**config.mk**
```make
export PLATFORM = sky130hd
export DESIGN_NAME = bfss_supervisor
export DESIGN_NICKNAME = d
export VERILOG_FILES = /design/src/bfss_pkg.sv /design/src/bfss_supervisor.sv
export VERILOG_INCLUDE_DIRS = /design/src /design/src/src
export SDC_FILE = /design/constraint.sdc
export NUM_CORES = 1
export LEC_CHECK = 0
export BUFFER_PORTS_ARGS = -buffer_cell sky130_fd_sc_hd__buf_4
export CORE_MARGIN = 2
export CORE_UTILIZATION = 52
export DETAILED_ROUTE_END_ITERATION = 6
export PLACE_DENSITY_LB_ADDON = 0.3
export SLEW_MARGIN = 5
export SYNTH_ARGS = -nofsm -noshare
export SYNTH_HDL_FRONTEND = slang
export SYNTH_SLANG_ARGS = --single-unit
```
**constraint.sdc**
```tcl
create_clock -name clk_i -period 10.5 [get_ports clk_i]
set_input_delay 1.05 -clock clk_i [delete_from_list [all_inputs] [get_ports clk_i]]
set_output_delay 1.05 -clock clk_i [all_outputs]
set_load 0.05 [all_outputs]
```
**src/bfss_defs.svh**
```systemverilog
// Constants for the bridge fault and sleep supervisor
// Function
// - Ignore the current comparator for about 1 us after each drive start.
// - That masking time is also the least drive time of each PWM cycle.
// - On a current trip, decay for the selected off-time, then drive again.
// - Hold the open-drain fault output low during any fault; released after power-up.
// - Supply undervoltage disables all bridges, the charge pump, and flags a fault.
// - Supply undervoltage recovers by itself when the supply returns.
// - Pump undervoltage disables all bridges and flags a fault; the pump keeps running.
// - Pump undervoltage recovers by itself when the rail returns.
// - Current limit beyond the filter time disables that bridge only; pump stays on.
// - Overcurrent stays latched until a sleep reset pulse or power cycle.
// - Overtemperature disables all bridges and the pump and flags a fault.
// - Overtemperature stays latched; a reset pulse clears it only once cooled.
// - While asleep, all transistors and the charge pump are off.
// - Sleep is entered only after the entry delay following a falling sleep pin.
// - A high sleep pin wakes the device; inputs wait for the settle time.
// - Active only with the sleep pin high and the supply above threshold.
// - A low pulse longer than 20 us and shorter than 40 us clears latched faults.
// - Low times from 40 to 120 us also clear faults; sleep may or may not follow.
// - Bridges are off while the pin is low; otherwise a clearing pulse touches only the fault latches.
`ifndef BFSS_DEFS_SVH
`define BFSS_DEFS_SVH
`define BFSS_CLK_NS        50
`define BFSS_MASK_NS       1000
`define BFSS_MASK_CYC      ((`BFSS_MASK_NS + `BFSS_CLK_NS - 1) / `BFSS_CLK_NS)
`define BFSS_OCP_FILT_NS   2000
`define BFSS_OCP_FILT_CYC  ((`BFSS_OCP_FILT_NS + `BFSS_CLK_NS - 1) / `BFSS_CLK_NS)
`define BFSS_CLR_MIN_US    20
`define BFSS_CLR_MAX_US    120
`define BFSS_CLR_MIN_CYC   ((`BFSS_CLR_MIN_US * 1000 + `BFSS_CLK_NS - 1) / `BFSS_CLK_NS)
`define BFSS_CLR_MAX_CYC   ((`BFSS_CLR_MAX_US * 1000) / `BFSS_CLK_NS)
`define BFSS_SLEEP_US      80
`define BFSS_SLEEP_CYC     ((`BFSS_SLEEP_US * 1000 + `BFSS_CLK_NS - 1) / `BFSS_CLK_NS)
`define BFSS_WAKE_US       200
`define BFSS_WAKE_CYC      ((`BFSS_WAKE_US * 1000 + `BFSS_CLK_NS - 1) / `BFSS_CLK_NS)
`define BFSS_TOFF0_NS      7000
`define BFSS_TOFF1_NS      16000
`define BFSS_TOFF2_NS      24000
`define BFSS_TOFF3_NS      32000
`define BFSS_DECAY_INTERVAL_CYC(ns)  (((ns) + `BFSS_CLK_NS - 1) / `BFSS_CLK_NS)
`endif

```
**src/bfss_pkg.sv**
```systemverilog
// Types for the bridge fault and sleep supervisor
package bfss_pkg;
    typedef enum logic [1:0] {
        BFSS_IDLE  = 2'h0,
        BFSS_MASK  = 2'h1,
        BFSS_DRIVE = 2'h2,
        BFSS_DECAY = 2'h3
    } bfss_pwm_e;
    typedef logic [11:0] bfss_cnt_t;
endpackage : bfss_pkg

```
**src/bfss_supervisor.sv**
```systemverilog
// Fault, blanking, off-time and sleep supervision for a dual H-bridge
`timescale 1ns/10ps
`include "bfss_defs.svh"
module bfss_supervisor
    import bfss_pkg::*;
#(
    parameter int OCP_FILT_CYC = `BFSS_OCP_FILT_CYC,
    parameter int SLEEP_CYC    = `BFSS_SLEEP_CYC
)(
    // Clock and reset
    input  wire logic       clk_i,
    input  wire logic       reset_i,
    // Pins and analog comparators
    input  wire logic       low_power_req_n_i,
    input  wire logic       supply_undervolt_i,
    input  wire logic       pump_undervolt_i,
    input  wire logic       overtemp_shutdown_i,
    input  wire logic [1:0] ilim_i,
    input  wire logic [1:0] trip_i,
    // Bridge control from the input decoder
    input  wire logic [1:0] drive_req_i,
    input  wire logic [1:0] decay_sel_i,
    // Bridge and pump control
    output logic      [1:0] bridge_drive_o,
    output logic      [1:0] bridge_decay_o,
    output logic            pump_en_o,
    output logic            asleep_o,
    output logic            ready_o,
    // Status
    output logic      [1:0] overcurrent_trip_o,
    output logic            overtemp_shutdown_o,
    output logic            fault_clear_o,
    output logic            fault_flag_out_o,
    output logic            fault_flag_out_oe_o
);
    localparam bfss_cnt_t MASK_CYC  = 12'(`BFSS_MASK_CYC);
    localparam bfss_cnt_t CLR_MIN   = 12'(`BFSS_CLR_MIN_CYC);
    localparam bfss_cnt_t CLR_MAX   = 12'(`BFSS_CLR_MAX_CYC);
    localparam bfss_cnt_t WAKE_CYC  = 12'(`BFSS_WAKE_CYC);
    localparam bfss_cnt_t SLEEP_LIM = 12'(SLEEP_CYC);
    localparam bfss_cnt_t OCP_LIM   = 12'(OCP_FILT_CYC);

    // Counters are twelve bits wide; larger counts would wrap
    if (SLEEP_CYC < 1 || SLEEP_CYC > 4095 ||
        OCP_FILT_CYC < 1 || OCP_FILT_CYC > 4095) begin : g_chk
        $error("bfss_supervisor: counts must lie in 1..4095");
    end

    // Off-time in cycles for a decay selection
    function automatic bfss_cnt_t decay_interval_cyc(input logic [1:0] sel);
        bfss_cnt_t c;
        c = 12'(`BFSS_DECAY_INTERVAL_CYC(`BFSS_TOFF0_NS));
        if (sel == 2'h1) c = 12'(`BFSS_DECAY_INTERVAL_CYC(`BFSS_TOFF1_NS));
        if (sel == 2'h2) c = 12'(`BFSS_DECAY_INTERVAL_CYC(`BFSS_TOFF2_NS));
        if (sel == 2'h3) c = 12'(`BFSS_DECAY_INTERVAL_CYC(`BFSS_TOFF3_NS));
        return c;
    endfunction : decay_interval_cyc

    // Three-stage pin synchronisers; a change counts when stages two and three agree.
    // The sleep pin stages reset to its idle high level, so that no false low
    // time and no false rising edge follow reset.
    logic [7:0] s1_r, s2_r, s3_r, flt_r;
    wire  [7:0] pins    = {trip_i, ilim_i, overtemp_shutdown_i, pump_undervolt_i,
                           supply_undervolt_i, low_power_req_n_i};
    wire  [7:0] flt_nxt = (s2_r & s3_r) | (flt_r & (s2_r ^ s3_r));
    always_ff @(posedge clk_i or posedge reset_i) begin
        if (reset_i) begin
            s1_r  <= 8'h01;
            s2_r  <= 8'h01;
            s3_r  <= 8'h01;
            flt_r <= 8'h01;
        end else begin
            s1_r  <= pins;
            s2_r  <= s1_r;
            s3_r  <= s2_r;
            flt_r <= flt_nxt;
        end
    end
    wire       wake_pin = flt_r[0];
    wire       uv       = flt_r[1];
    wire       pump_undervolt     = flt_r[2];
    wire       ot       = flt_r[3];
    wire [1:0] ilim     = flt_r[5:4];
    wire [1:0] trip     = flt_r[7:6];

    // Sleep pin timing: entry delay, wake settle and reset pulse decode
    bfss_cnt_t low_cnt_r, wake_cnt_r;
    logic      wake_pin_d_r, asleep_r;
    wire pin_rose  = wake_pin & ~wake_pin_d_r;
    wire clr_pulse = pin_rose && low_cnt_r > CLR_MIN && low_cnt_r < CLR_MAX;
    wire sleep_hit = ~wake_pin && low_cnt_r >= SLEEP_LIM - 12'h001;
    wire settled   = wake_cnt_r >= WAKE_CYC;
    // Low time saturates so a very long sleep never looks like a short pulse
    bfss_cnt_t low_cnt_nxt, wake_cnt_nxt;
    assign low_cnt_nxt  = wake_pin ? 12'h000 :
                          (low_cnt_r == 12'hFFF ? low_cnt_r : low_cnt_r + 12'h001);
    // Settle time restarts after sleep or supply loss
    assign wake_cnt_nxt = (asleep_r || uv) ? 12'h000 :
                          (settled ? wake_cnt_r : wake_cnt_r + 12'h001);
    always_ff @(posedge clk_i or posedge reset_i) begin
        if (reset_i) begin
            low_cnt_r    <= 12'h000;
            wake_cnt_r   <= 12'h000;
            wake_pin_d_r <= 1'b1;
            asleep_r     <= 1'b0;
        end else begin
            wake_pin_d_r <= wake_pin;
            low_cnt_r    <= low_cnt_nxt;
            asleep_r     <= wake_pin ? 1'b0 : (asleep_r | sleep_hit);
            wake_cnt_r   <= wake_cnt_nxt;
        end
    end

    // Fault latches; a new event wins over a clearing pulse
    logic [1:0] ocp_lat_r;
    logic       ot_lat_r;
    bfss_cnt_t  ocp_cnt_r [2];
    bfss_pwm_e  st_r [2];
    logic [1:0] ocp_set;
    for (genvar b = 0; b < 2; b++) begin : g_ocp
        assign ocp_set[b] = ilim[b] && ocp_cnt_r[b] >= OCP_LIM - 12'h001;
    end
    wire ot_clr = clr_pulse & ~ot;
    always_ff @(posedge clk_i or posedge reset_i) begin
        if (reset_i) begin
            ocp_lat_r <= 2'h0;
            ot_lat_r  <= 1'b0;
            ocp_cnt_r <= '{12'h000, 12'h000};
        end else begin
            ocp_lat_r <= ocp_set | (ocp_lat_r & {2{~clr_pulse}});
            ot_lat_r  <= ot | (ot_lat_r & ~ot_clr);
            for (int b = 0; b < 2; b++) begin
                ocp_cnt_r[b] <= ilim[b] ? ocp_cnt_r[b] + 12'h001 : 12'h000;
            end
        end
    end

    // Operating conditions
    wire active    = wake_pin & ~uv & ~asleep_r & settled;
    // Supply faults block only while present, so recovery needs no action
    wire all_block = uv | pump_undervolt | ot_lat_r;
    wire fault_any = uv | pump_undervolt | (|ocp_lat_r) | ot_lat_r;
    wire [1:0] en_ok = drive_req_i & ~ocp_lat_r & {2{active & ~all_block}};

    // Per-bridge off-time PWM with blanking
    bfss_pwm_e st_nxt [2];
    bfss_cnt_t cnt_r [2];
    bfss_cnt_t cnt_nxt [2];
    always_comb begin
        for (int b = 0; b < 2; b++) begin
            st_nxt[b]  = st_r[b];
            cnt_nxt[b] = cnt_r[b] + 12'h001;
            unique case (st_r[b])
                BFSS_IDLE: begin
                    cnt_nxt[b] = 12'h000;
                    if (en_ok[b]) st_nxt[b] = BFSS_MASK;
                end
                BFSS_MASK: begin
                    // Comparator is not looked at here
                    if (cnt_r[b] >= MASK_CYC - 12'h001) st_nxt[b] = BFSS_DRIVE;
                end
                BFSS_DRIVE: begin
                    cnt_nxt[b] = 12'h000;
                    if (trip[b]) st_nxt[b] = BFSS_DECAY;
                end
                BFSS_DECAY: begin
                    if (cnt_r[b] >= decay_interval_cyc(decay_sel_i) - 12'h001) begin
                        st_nxt[b]  = BFSS_MASK;
                        cnt_nxt[b] = 12'h000;
                    end
                end
            endcase
            if (!en_ok[b]) begin
                st_nxt[b]  = BFSS_IDLE;
                cnt_nxt[b] = 12'h000;
            end
        end
    end
    always_ff @(posedge clk_i or posedge reset_i) begin
        if (reset_i) begin
            st_r  <= '{BFSS_IDLE, BFSS_IDLE};
            cnt_r <= '{12'h000, 12'h000};
        end else begin
            st_r  <= st_nxt;
            cnt_r <= cnt_nxt;
        end
    end

    // Outputs
    for (genvar b = 0; b < 2; b++) begin : g_out
        assign bridge_drive_o[b] = st_r[b] == BFSS_MASK || st_r[b] == BFSS_DRIVE;
        assign bridge_decay_o[b] = st_r[b] == BFSS_DECAY;
    end
    assign pump_en_o           = ~asleep_r & ~uv & ~ot_lat_r;
    assign asleep_o            = asleep_r;
    assign ready_o             = active;
    assign overcurrent_trip_o  = ocp_lat_r;
    assign overtemp_shutdown_o = ot_lat_r;
    assign fault_clear_o       = clr_pulse;
    assign fault_flag_out_o    = 1'b0;
    assign fault_flag_out_oe_o = fault_any;

    // Checks
    bfss_cnt_t on_cnt_r;
    always_ff @(posedge clk_i or posedge reset_i) begin
        if (reset_i) on_cnt_r <= 12'h000;
        else on_cnt_r <= bridge_drive_o[0] ? on_cnt_r + 12'h001 : 12'h000;
    end
endmodule : bfss_supervisor

```
==> impl_metrics.csv, run 1 <==
group,metric,value,unit
power,total_leakage_power,2.974,nW
cts,cts.repair.resized,0,
yosys,synthSimpleGateAreaFrac,0.2222,
worst_setup_path,critical_path_class,"reg -> out",
layout,postLayoutCellArea,6535,sq um
cts,clock_root_buffer,"sky130_fd_sc_hd__clkbuf_8",
timing,hold_viol_final,0,
job,max-cap-violations,0,
placement,detailed_place_hpwl,6.700,mm
yosys,synth_area_leaders,"sky130_fd_sc_hd__dfrtp_1 (48%), sky130_fd_sc_hd__ha_1 (8.6%), sky130_fd_sc_hd__xnor2_1 (4.2%)",
cts,clock_pin_slew_worst_setup_and_hold_paths,0.05,ns
yosys,synthesis.yosys.warnings,0,
drt,detail_route.first_pass.iterations,4,
timing,report.final.setup_viol,0,
yosys,yosys-mux-area-fraction,0,
floorplan,start_util,0.5265,
global_routing,grt_most_used_layer,"met2",
layout,net_count_reported_at_finish,600,
cts,cts-root-to-sink-buffers,2,
yosys,fraction_of_the_mapped_netlist_area_in_adder_cells,0.08625,
worst_setup_path,worst_ep_required_time,9.45,ns
yosys,most_used_standard_cells_in_the_synthesized_netlist,"sky130_fd_sc_hd__dfrtp_1 (108), sky130_fd_sc_hd__ha_1 (39), sky130_fd_sc_hd__nor2_1 (38)",
yosys,synth_top_area_frac,0.4777,
global_routing,antenna_found_initial,0,
yosys,yosys.cell_types.count,54,
cts,ctsHoldBuffers,0,
timing,finalMaxSlewViolations,0,
yosys,synthesis.nets,567,
placement,placement_cell_area,5938,sq um
status,run_status,"finished, final reports clean",
timing,finalSetupTns,0,ns
layout,flow.area_growth_from_synthesis,15.50,%
layout,finish.utilization,0.6082,
yosys,yosys.area.top_type,"sky130_fd_sc_hd__dfrtp_1",
timing,rsz0062_at_grt,"no",
power,fin_total_pwr,1.102,mW
global_routing,grt_util_met2,0.3023,
drt,routed_wirelength,9.947,mm
drt,route.vias.total,3766,
cts,tritoncts,"yes",
global_routing,first_pass_grt_wire_length,17.13,mm
placement,globalplace.congestion,0.7788,
layout,drive_above_1_share,0.1714,
worst_setup_path,kind_of_end_point_of_the_critical_path,"output port",
floorplan,rows,38,
drt,drt-wirelength-per-cell,14.21,um
global_routing,grtUsageMet1,0.2459,
cts,postCtsSetupBuffers,0,
min_path,hold_path_class,"reg -> reg",
global_routing,globalRouteMet3Util,0.05003,
cts,numCtsBuffers,17,
power,power_per_cell_area,168.6,nW/um^2
global_routing,grt.overflow.total,0,
yosys,number_of_flops_mapped_to_enable_cells_by_yosys,0,
worst_setup_path,setup.worst_path.start_class,"register",
cts,htree_num_levels,4,
placement,buffer_ports.inserted,25,
yosys,synthesized_area_fraction_occupied_by_ao_oa_aoi_and_oai_cells,0.07452,
layout,layout.area.seq,2834,sq um
yosys,synthesis.area,5658,sq um
yosys,synth_xor_xnor_area_share,0.08050,
floorplan,die_area,11730,sq um
yosys,sequential_area_share_after_synthesis,0.5009,
yosys,dominantRegCellSynth,"sky130_fd_sc_hd__dfrtp_1",
yosys,synth_area_per_cell,11.01,sq um
timing,maxSlewHeadroom,0.4211,
layout,filler_cell_count,872,
floorplan,die_h,108.3,um
yosys,synth_most_common_cell,"sky130_fd_sc_hd__dfrtp_1",
worst_setup_path,cp_data_arrival_time,2.41,ns
floorplan,ios,27,
timing,max_freq,289.2,MHz
power,power.ir.vdd_worst,112.8,uV
yosys,combinational_family_with_the_most_area_after_synthesis,"simple AND/OR/NAND/NOR gates",
yosys,synth.ff_latch_count,113,
layout,antenna-diode-count,0,
timing,post-route-min-period,3.458,ns
worst_setup_path,worst-path-max-fanout,4,
global_routing,largest_net_degree_at_the_start_of_global_routing,58,
yosys,syn_inst,514,
layout,multi_input_area,2626,sq um
floorplan,core_area,10750,sq um
timing,worst_slew_pin_slew,0.8684,ns
timing,final.period_utilization,0.3294,
drt,drtAntennaViolNets,0,
cts,clock_sinks,113,
floorplan,die_w,108.3,um
yosys,async_flop_share,1.000,
timing,finalClockSkew,0.006328,ns
cts,clock_latency,0.51,ns
global_routing,grt_util_all_layers,0.1892,
worst_setup_path,rrSetupSlack,8.31,ns
drt,post-route-drc-count,0,
global_routing,number_of_global_route_vias_before_repair,3735,
drt,viasPerCell,5.380,
drt,number_of_drc_violations_after_detailed_routing_iteration_0,198,
power breakdown:
part / switching (mW) / internal [mW]
sequential: 0.0208 / 0.456
combinational: 0.0305 / 0.0237
clock: 0.192 / 0.379
cells in the final DEF (no fill, tap or decap), drive strengths merged, types with 2 or more instances in the layout:
cell,instances
a211oi,3
clkbuf,23
bufinv,3
dfstp,5
a31o,2
a21boi,4
nor3b,2
a311oi,5
o221ai,2
a22o,2
nand4,17
a32oi,2
nand2,31
buf,26
a21oi,16
nand2b,2
clkinvlp,4
xnor2,27
nor2,58
or3,5
nor2b,9
nor4,6
and2,16
dfrtp,108
ha,39
inv,28
or2,3
clkinv,2
and3,14
o21ai,11
o31ai,2
and4,5
nor4b,6
a21o,12
nor3,7
xor2,25
nand3,24
cells by family (layout without fill, tap and decap cells):
group | after synthesis | after routing
AOI/OAI and AO/OA | 62 | 62
buffers and inverters | 40 | 86
DFF | 113 | 113
and+or+nand+nor | 207 | 207
other | 1 | 1
adders and majority gates | 39 | 39
xor gates and xnor gates | 52 | 52
flip-flops by register name, summed over array words and instances, names as in the netlist, 2 cells and up:
| register | cells |
|---|---|
| s2_r | 8 |
| wake_cnt_r | 12 |
| flt_r | 8 |
| s1_r | 8 |
| ocp_cnt_r | 24 |
| overcurrent_trip_o | 2 |
| s3_r | 8 |
| st_r | 4 |
| low_cnt_r | 12 |
| cnt_r | 24 |
worst max-delay path, stage by stage (launching register included):
cell	delay, ns
sky130_fd_sc_hd__dfrtp_1	0.42
sky130_fd_sc_hd__inv_1	0.07
sky130_fd_sc_hd__ha_1	0.14
sky130_fd_sc_hd__or3b_1	0.35
sky130_fd_sc_hd__a211oi_1	0.26
sky130_fd_sc_hd__nor3_1	0.09
sky130_fd_sc_hd__o21ai_1	0.30
sky130_fd_sc_hd__inv_1	0.07
sky130_fd_sc_hd__buf_4	0.19
through the flow:
stage,setup slack (ns),hold WS (ns),instances
after floorplan,6.471,0.3312,514
after global placement,7.295,0.3317,668
after detailed placement,7.257,0.3356,668
after CTS,6.965,0.3491,700
after global routing,6.809,0.3519,700
final,7.042,0.3478,700
path summary, 6_finish.rpt:
path / start / to / depth (start not counted)
worst max-delay path: low_cnt_r[0] / fault_clear_o / 8
max in group asynchronous: reset_i / wake_cnt_r[11] / 3
worst min-delay path: s1_r[1] / s2_r[1] / 0
worst min register to register: s1_r[1] / s2_r[1] / 0
min in group asynchronous: reset_i / cnt_r[11] / 2
worst max register to register: cnt_r[17] / cnt_r[23] / 6
layer usage:
layer,vias to the layer above,share of wire
met3,14,0.033
li1,1843,-
met2,61,0.48
met4,0,0.014
met1,1848,0.47
met5,-,0
cell type report:
cell class / instances / share of cell area
Clock buffer: 23 / 0.07141
Clock inverter: 9 / 0.01991
Inverter: 28 / 0.01647
Multi-Input combinational cell: 361 / 0.4019
Sequential cell: 113 / 0.4337
Tap cell: 140 / 0.02680
Timing Repair Buffer: 26 / 0.02987
Note: power is estimated with default switching activity, not from simulation.
==> run 2: changes to the inputs <==
clock period = 3.08 ns   (was 10.5 ns; I/O delays follow)
==> run 2 against run 1 <==
Net effect: non-clock buffer count up 10; final area up 1.5%; clock power rose to 3.3 times the previous value; worst hold slack worse by 0.25 ns; largest cell class unchanged.
==> impl_metrics.csv, run 2 (same netlist as run 1, synthesis figures left out) <==
group,metric,value,unit
worst_setup_path,worst-path-max-fanout,4,
floorplan,ios,27,
cts,numCtsBuffers,17,
drt,route.vias.total,3804,
worst_setup_path,crit_top_cell,"sky130_fd_sc_hd__inv_1",
worst_setup_path,worst_ep_required_time,2.77,ns
timing,rsz0062_at_grt,"no",
worst_setup_path,critical_path.slowest_cell,"sky130_fd_sc_hd__dfrtp_1",
cts,cts.repair.resized,0,
timing,worst_slew_pin_slew,0.8613,ns
drt,drt-wirelength-per-cell,14.16,um
cts,clock_sinks,113,
worst_setup_path,cp_data_arrival_time,2.47,ns
global_routing,grt_util_all_layers,0.2028,
timing,max_freq,359.8,MHz
power,power_per_cell_area,558.7,nW/um^2
cts,htree_num_levels,4,
layout,net_count_reported_at_finish,610,
cts,clock_root_buffer,"sky130_fd_sc_hd__clkbuf_8",
timing,finalSetupTns,0,ns
job,max-cap-violations,0,
status,run_status,"finished, final reports clean",
worst_setup_path,kind_of_end_point_of_the_critical_path,"output port",
layout,drive_above_1_share,0.1702,
power,power.ir.vdd_worst,500.4,uV
timing,hold_viol_final,0,
floorplan,die_area,11730,sq um
timing,finalMaxSlewViolations,0,
worst_setup_path,cp_cell_sequence,"inv_1 -> ha_1 -> or3b_1 -> a211oi_1 -> nor3_1 -> o21ai_1 -> inv_1 -> buf_4",
drt,number_of_drc_violations_after_detailed_routing_iteration_0,213,
layout,largest_registers,"cnt_r: 24 flops, ocp_cnt_r: 24 flops",
timing,maxSlewHeadroom,0.4258,
drt,drtAntennaViolNets,0,
floorplan,die_h,108.3,um
global_routing,largest_net_degree_at_the_start_of_global_routing,57,
placement,placement_cell_area,5959,sq um
timing,fin_hold_ws,0.09342,ns
placement,detailed_place_hpwl,6.785,mm
worst_setup_path,setup.worst_path.start_class,"register",
min_path,hold_path_class,"in -> reg",
timing,finalClockSkew,0.006879,ns
drt,viasPerCell,5.358,
layout,antenna-diode-count,0,
placement,buffer_ports.inserted,25,
worst_setup_path,cp_slowest_stage_delay,0.42,ns
cts,cts-root-to-sink-buffers,2,
power,total_leakage_power,3.018,nW
placement,globalplace.congestion,0.8341,
timing,report.final.setup_viol,0,
layout,postLayoutCellArea,6633,sq um
global_routing,grt.overflow.total,0,
global_routing,first_pass_grt_wire_length,18.33,mm
drt,detail_route.first_pass.iterations,4,
cts,tritoncts,"yes",
cts,postCtsSetupBuffers,0,
floorplan,rows,38,
drt,routed_wirelength,10.05,mm
timing,final.period_utilization,0.9023,
drt,post-route-drc-count,0,
layout,flow.area_growth_from_synthesis,17.23,%
layout,most_common_library_cell_in_the_layout_ignoring_fill_and_taps,"sky130_fd_sc_hd__dfrtp_1",
floorplan,core_area,10750,sq um
global_routing,antenna_found_initial,0,
cts,clock_pin_slew_worst_setup_and_hold_paths,0.05,ns
floorplan,start_util,0.5265,
worst_setup_path,critical_path_class,"reg -> out",
timing,post-route-min-period,2.779,ns
layout,commonest_cells_after_routing_fill_and_taps_aside,"sky130_fd_sc_hd__dfrtp_1 (108), sky130_fd_sc_hd__ha_1 (39), sky130_fd_sc_hd__nor2_1 (38), sky130_fd_sc_hd__nand2_1 (30)",
layout,filler_cell_count,863,
global_routing,number_of_global_route_vias_before_repair,4038,
cts,clock_latency,0.51,ns
floorplan,die_w,108.3,um
## run 2: cell count changes in the layout (fill, tap and decap cells not counted)
cell,change
sky130_fd_sc_hd__dlygate4sd3_1,+9
sky130_fd_sc_hd__clkinv_4,+2
sky130_fd_sc_hd__buf_12,+1
sky130_fd_sc_hd__bufinv_16,-1
sky130_fd_sc_hd__clkbuf_8,+1
sky130_fd_sc_hd__clkinvlp_4,-1
sky130_fd_sc_hd__inv_4,-1
## run 2: final timing paths
| check | from | end | slack [ns] | cells after the start |
|---|---|---|---|---|
| max in group asynchronous | reset_i | wake_pin_d_r | 1.78 | 4 |
| worst max-delay path | low_cnt_r[0] | fault_clear_o | 0.30 | 8 |
| worst max register to register | cnt_r[17] | cnt_r[23] | 0.88 | 6 |
| worst min register to register | s1_r[4] | s2_r[4] | 0.35 | 0 |
| min in group asynchronous | reset_i | flt_r[2] | 0.51 | 3 |
| worst min-delay path | drive_req_i[1] | st_r[0] | 0.09 | 3 |
## run 2: critical path, delay by kind of cell, from the launching register on
family | cells | cell delay [ns]
DFF | 1 | 0.42
and+or+nand+nor | 2 | 0.42
AOI/OAI and AO/OA | 2 | 0.63
buffers and inverters | 3 | 0.36
adders and majority gates | 1 | 0.14
## run 2: area by class of cell
| class | instances | area, sq um | share of cell area |
|---|---|---|---|
| multi-input cells | 361 | 2626 | 0.3960 |
| inverters | 28 | 108.9 | 0.01641 |
| well taps | 140 | 175.2 | 0.02641 |
| repair buffers | 36 | 305.3 | 0.04603 |
| clock buffers | 24 | 480.5 | 0.07244 |
| clock inverters | 8 | 102.6 | 0.01547 |
| flip-flops and latches | 113 | 2834 | 0.4273 |
## run 2: what timing repair did
action                                  in CTS  in global routing
endpoints found under the setup margin       0                  0
hold buffers                                 9                  0
endpoints found under the hold margin       41                  0
## run 2: per-layer routing
layer | routed length (um) | up-vias | global-route usage
met2 | 4897 | 47 | 0.3311
met3 | 265 | 18 | 0.06570
met5 | 0 | - | 0
met4 | 174 | 0 | 0.07143
met1 | 4714 | 1873 | 0.2545
li1 | - | 1866 | -
## run 2: metrics by stage
step | total power, mW | setup WS (ns) | std cells | utilization
global route | 3.882 | 0.07360 | 710 | 0.6173
floorplan | 1.772 | 0.9551 | 514 | -
CTS | 3.751 | 0.2620 | 710 | 0.6173
detailed placement | 1.839 | 0.5703 | 669 | 0.5546
global placement | 1.823 | 0.6440 | 669 | 0.5546
finish | 3.706 | 0.3010 | 710 | 0.6173
## run 2: power by group
| group | total [mW] | switching (mW) | internal, mW |
|---|---|---|---|
| Sequential | 1.62 | 0.0687 | 1.55 |
| Combinational | 0.197 | 0.107 | 0.0908 |
| Clock | 1.89 | 0.650 | 1.23 |
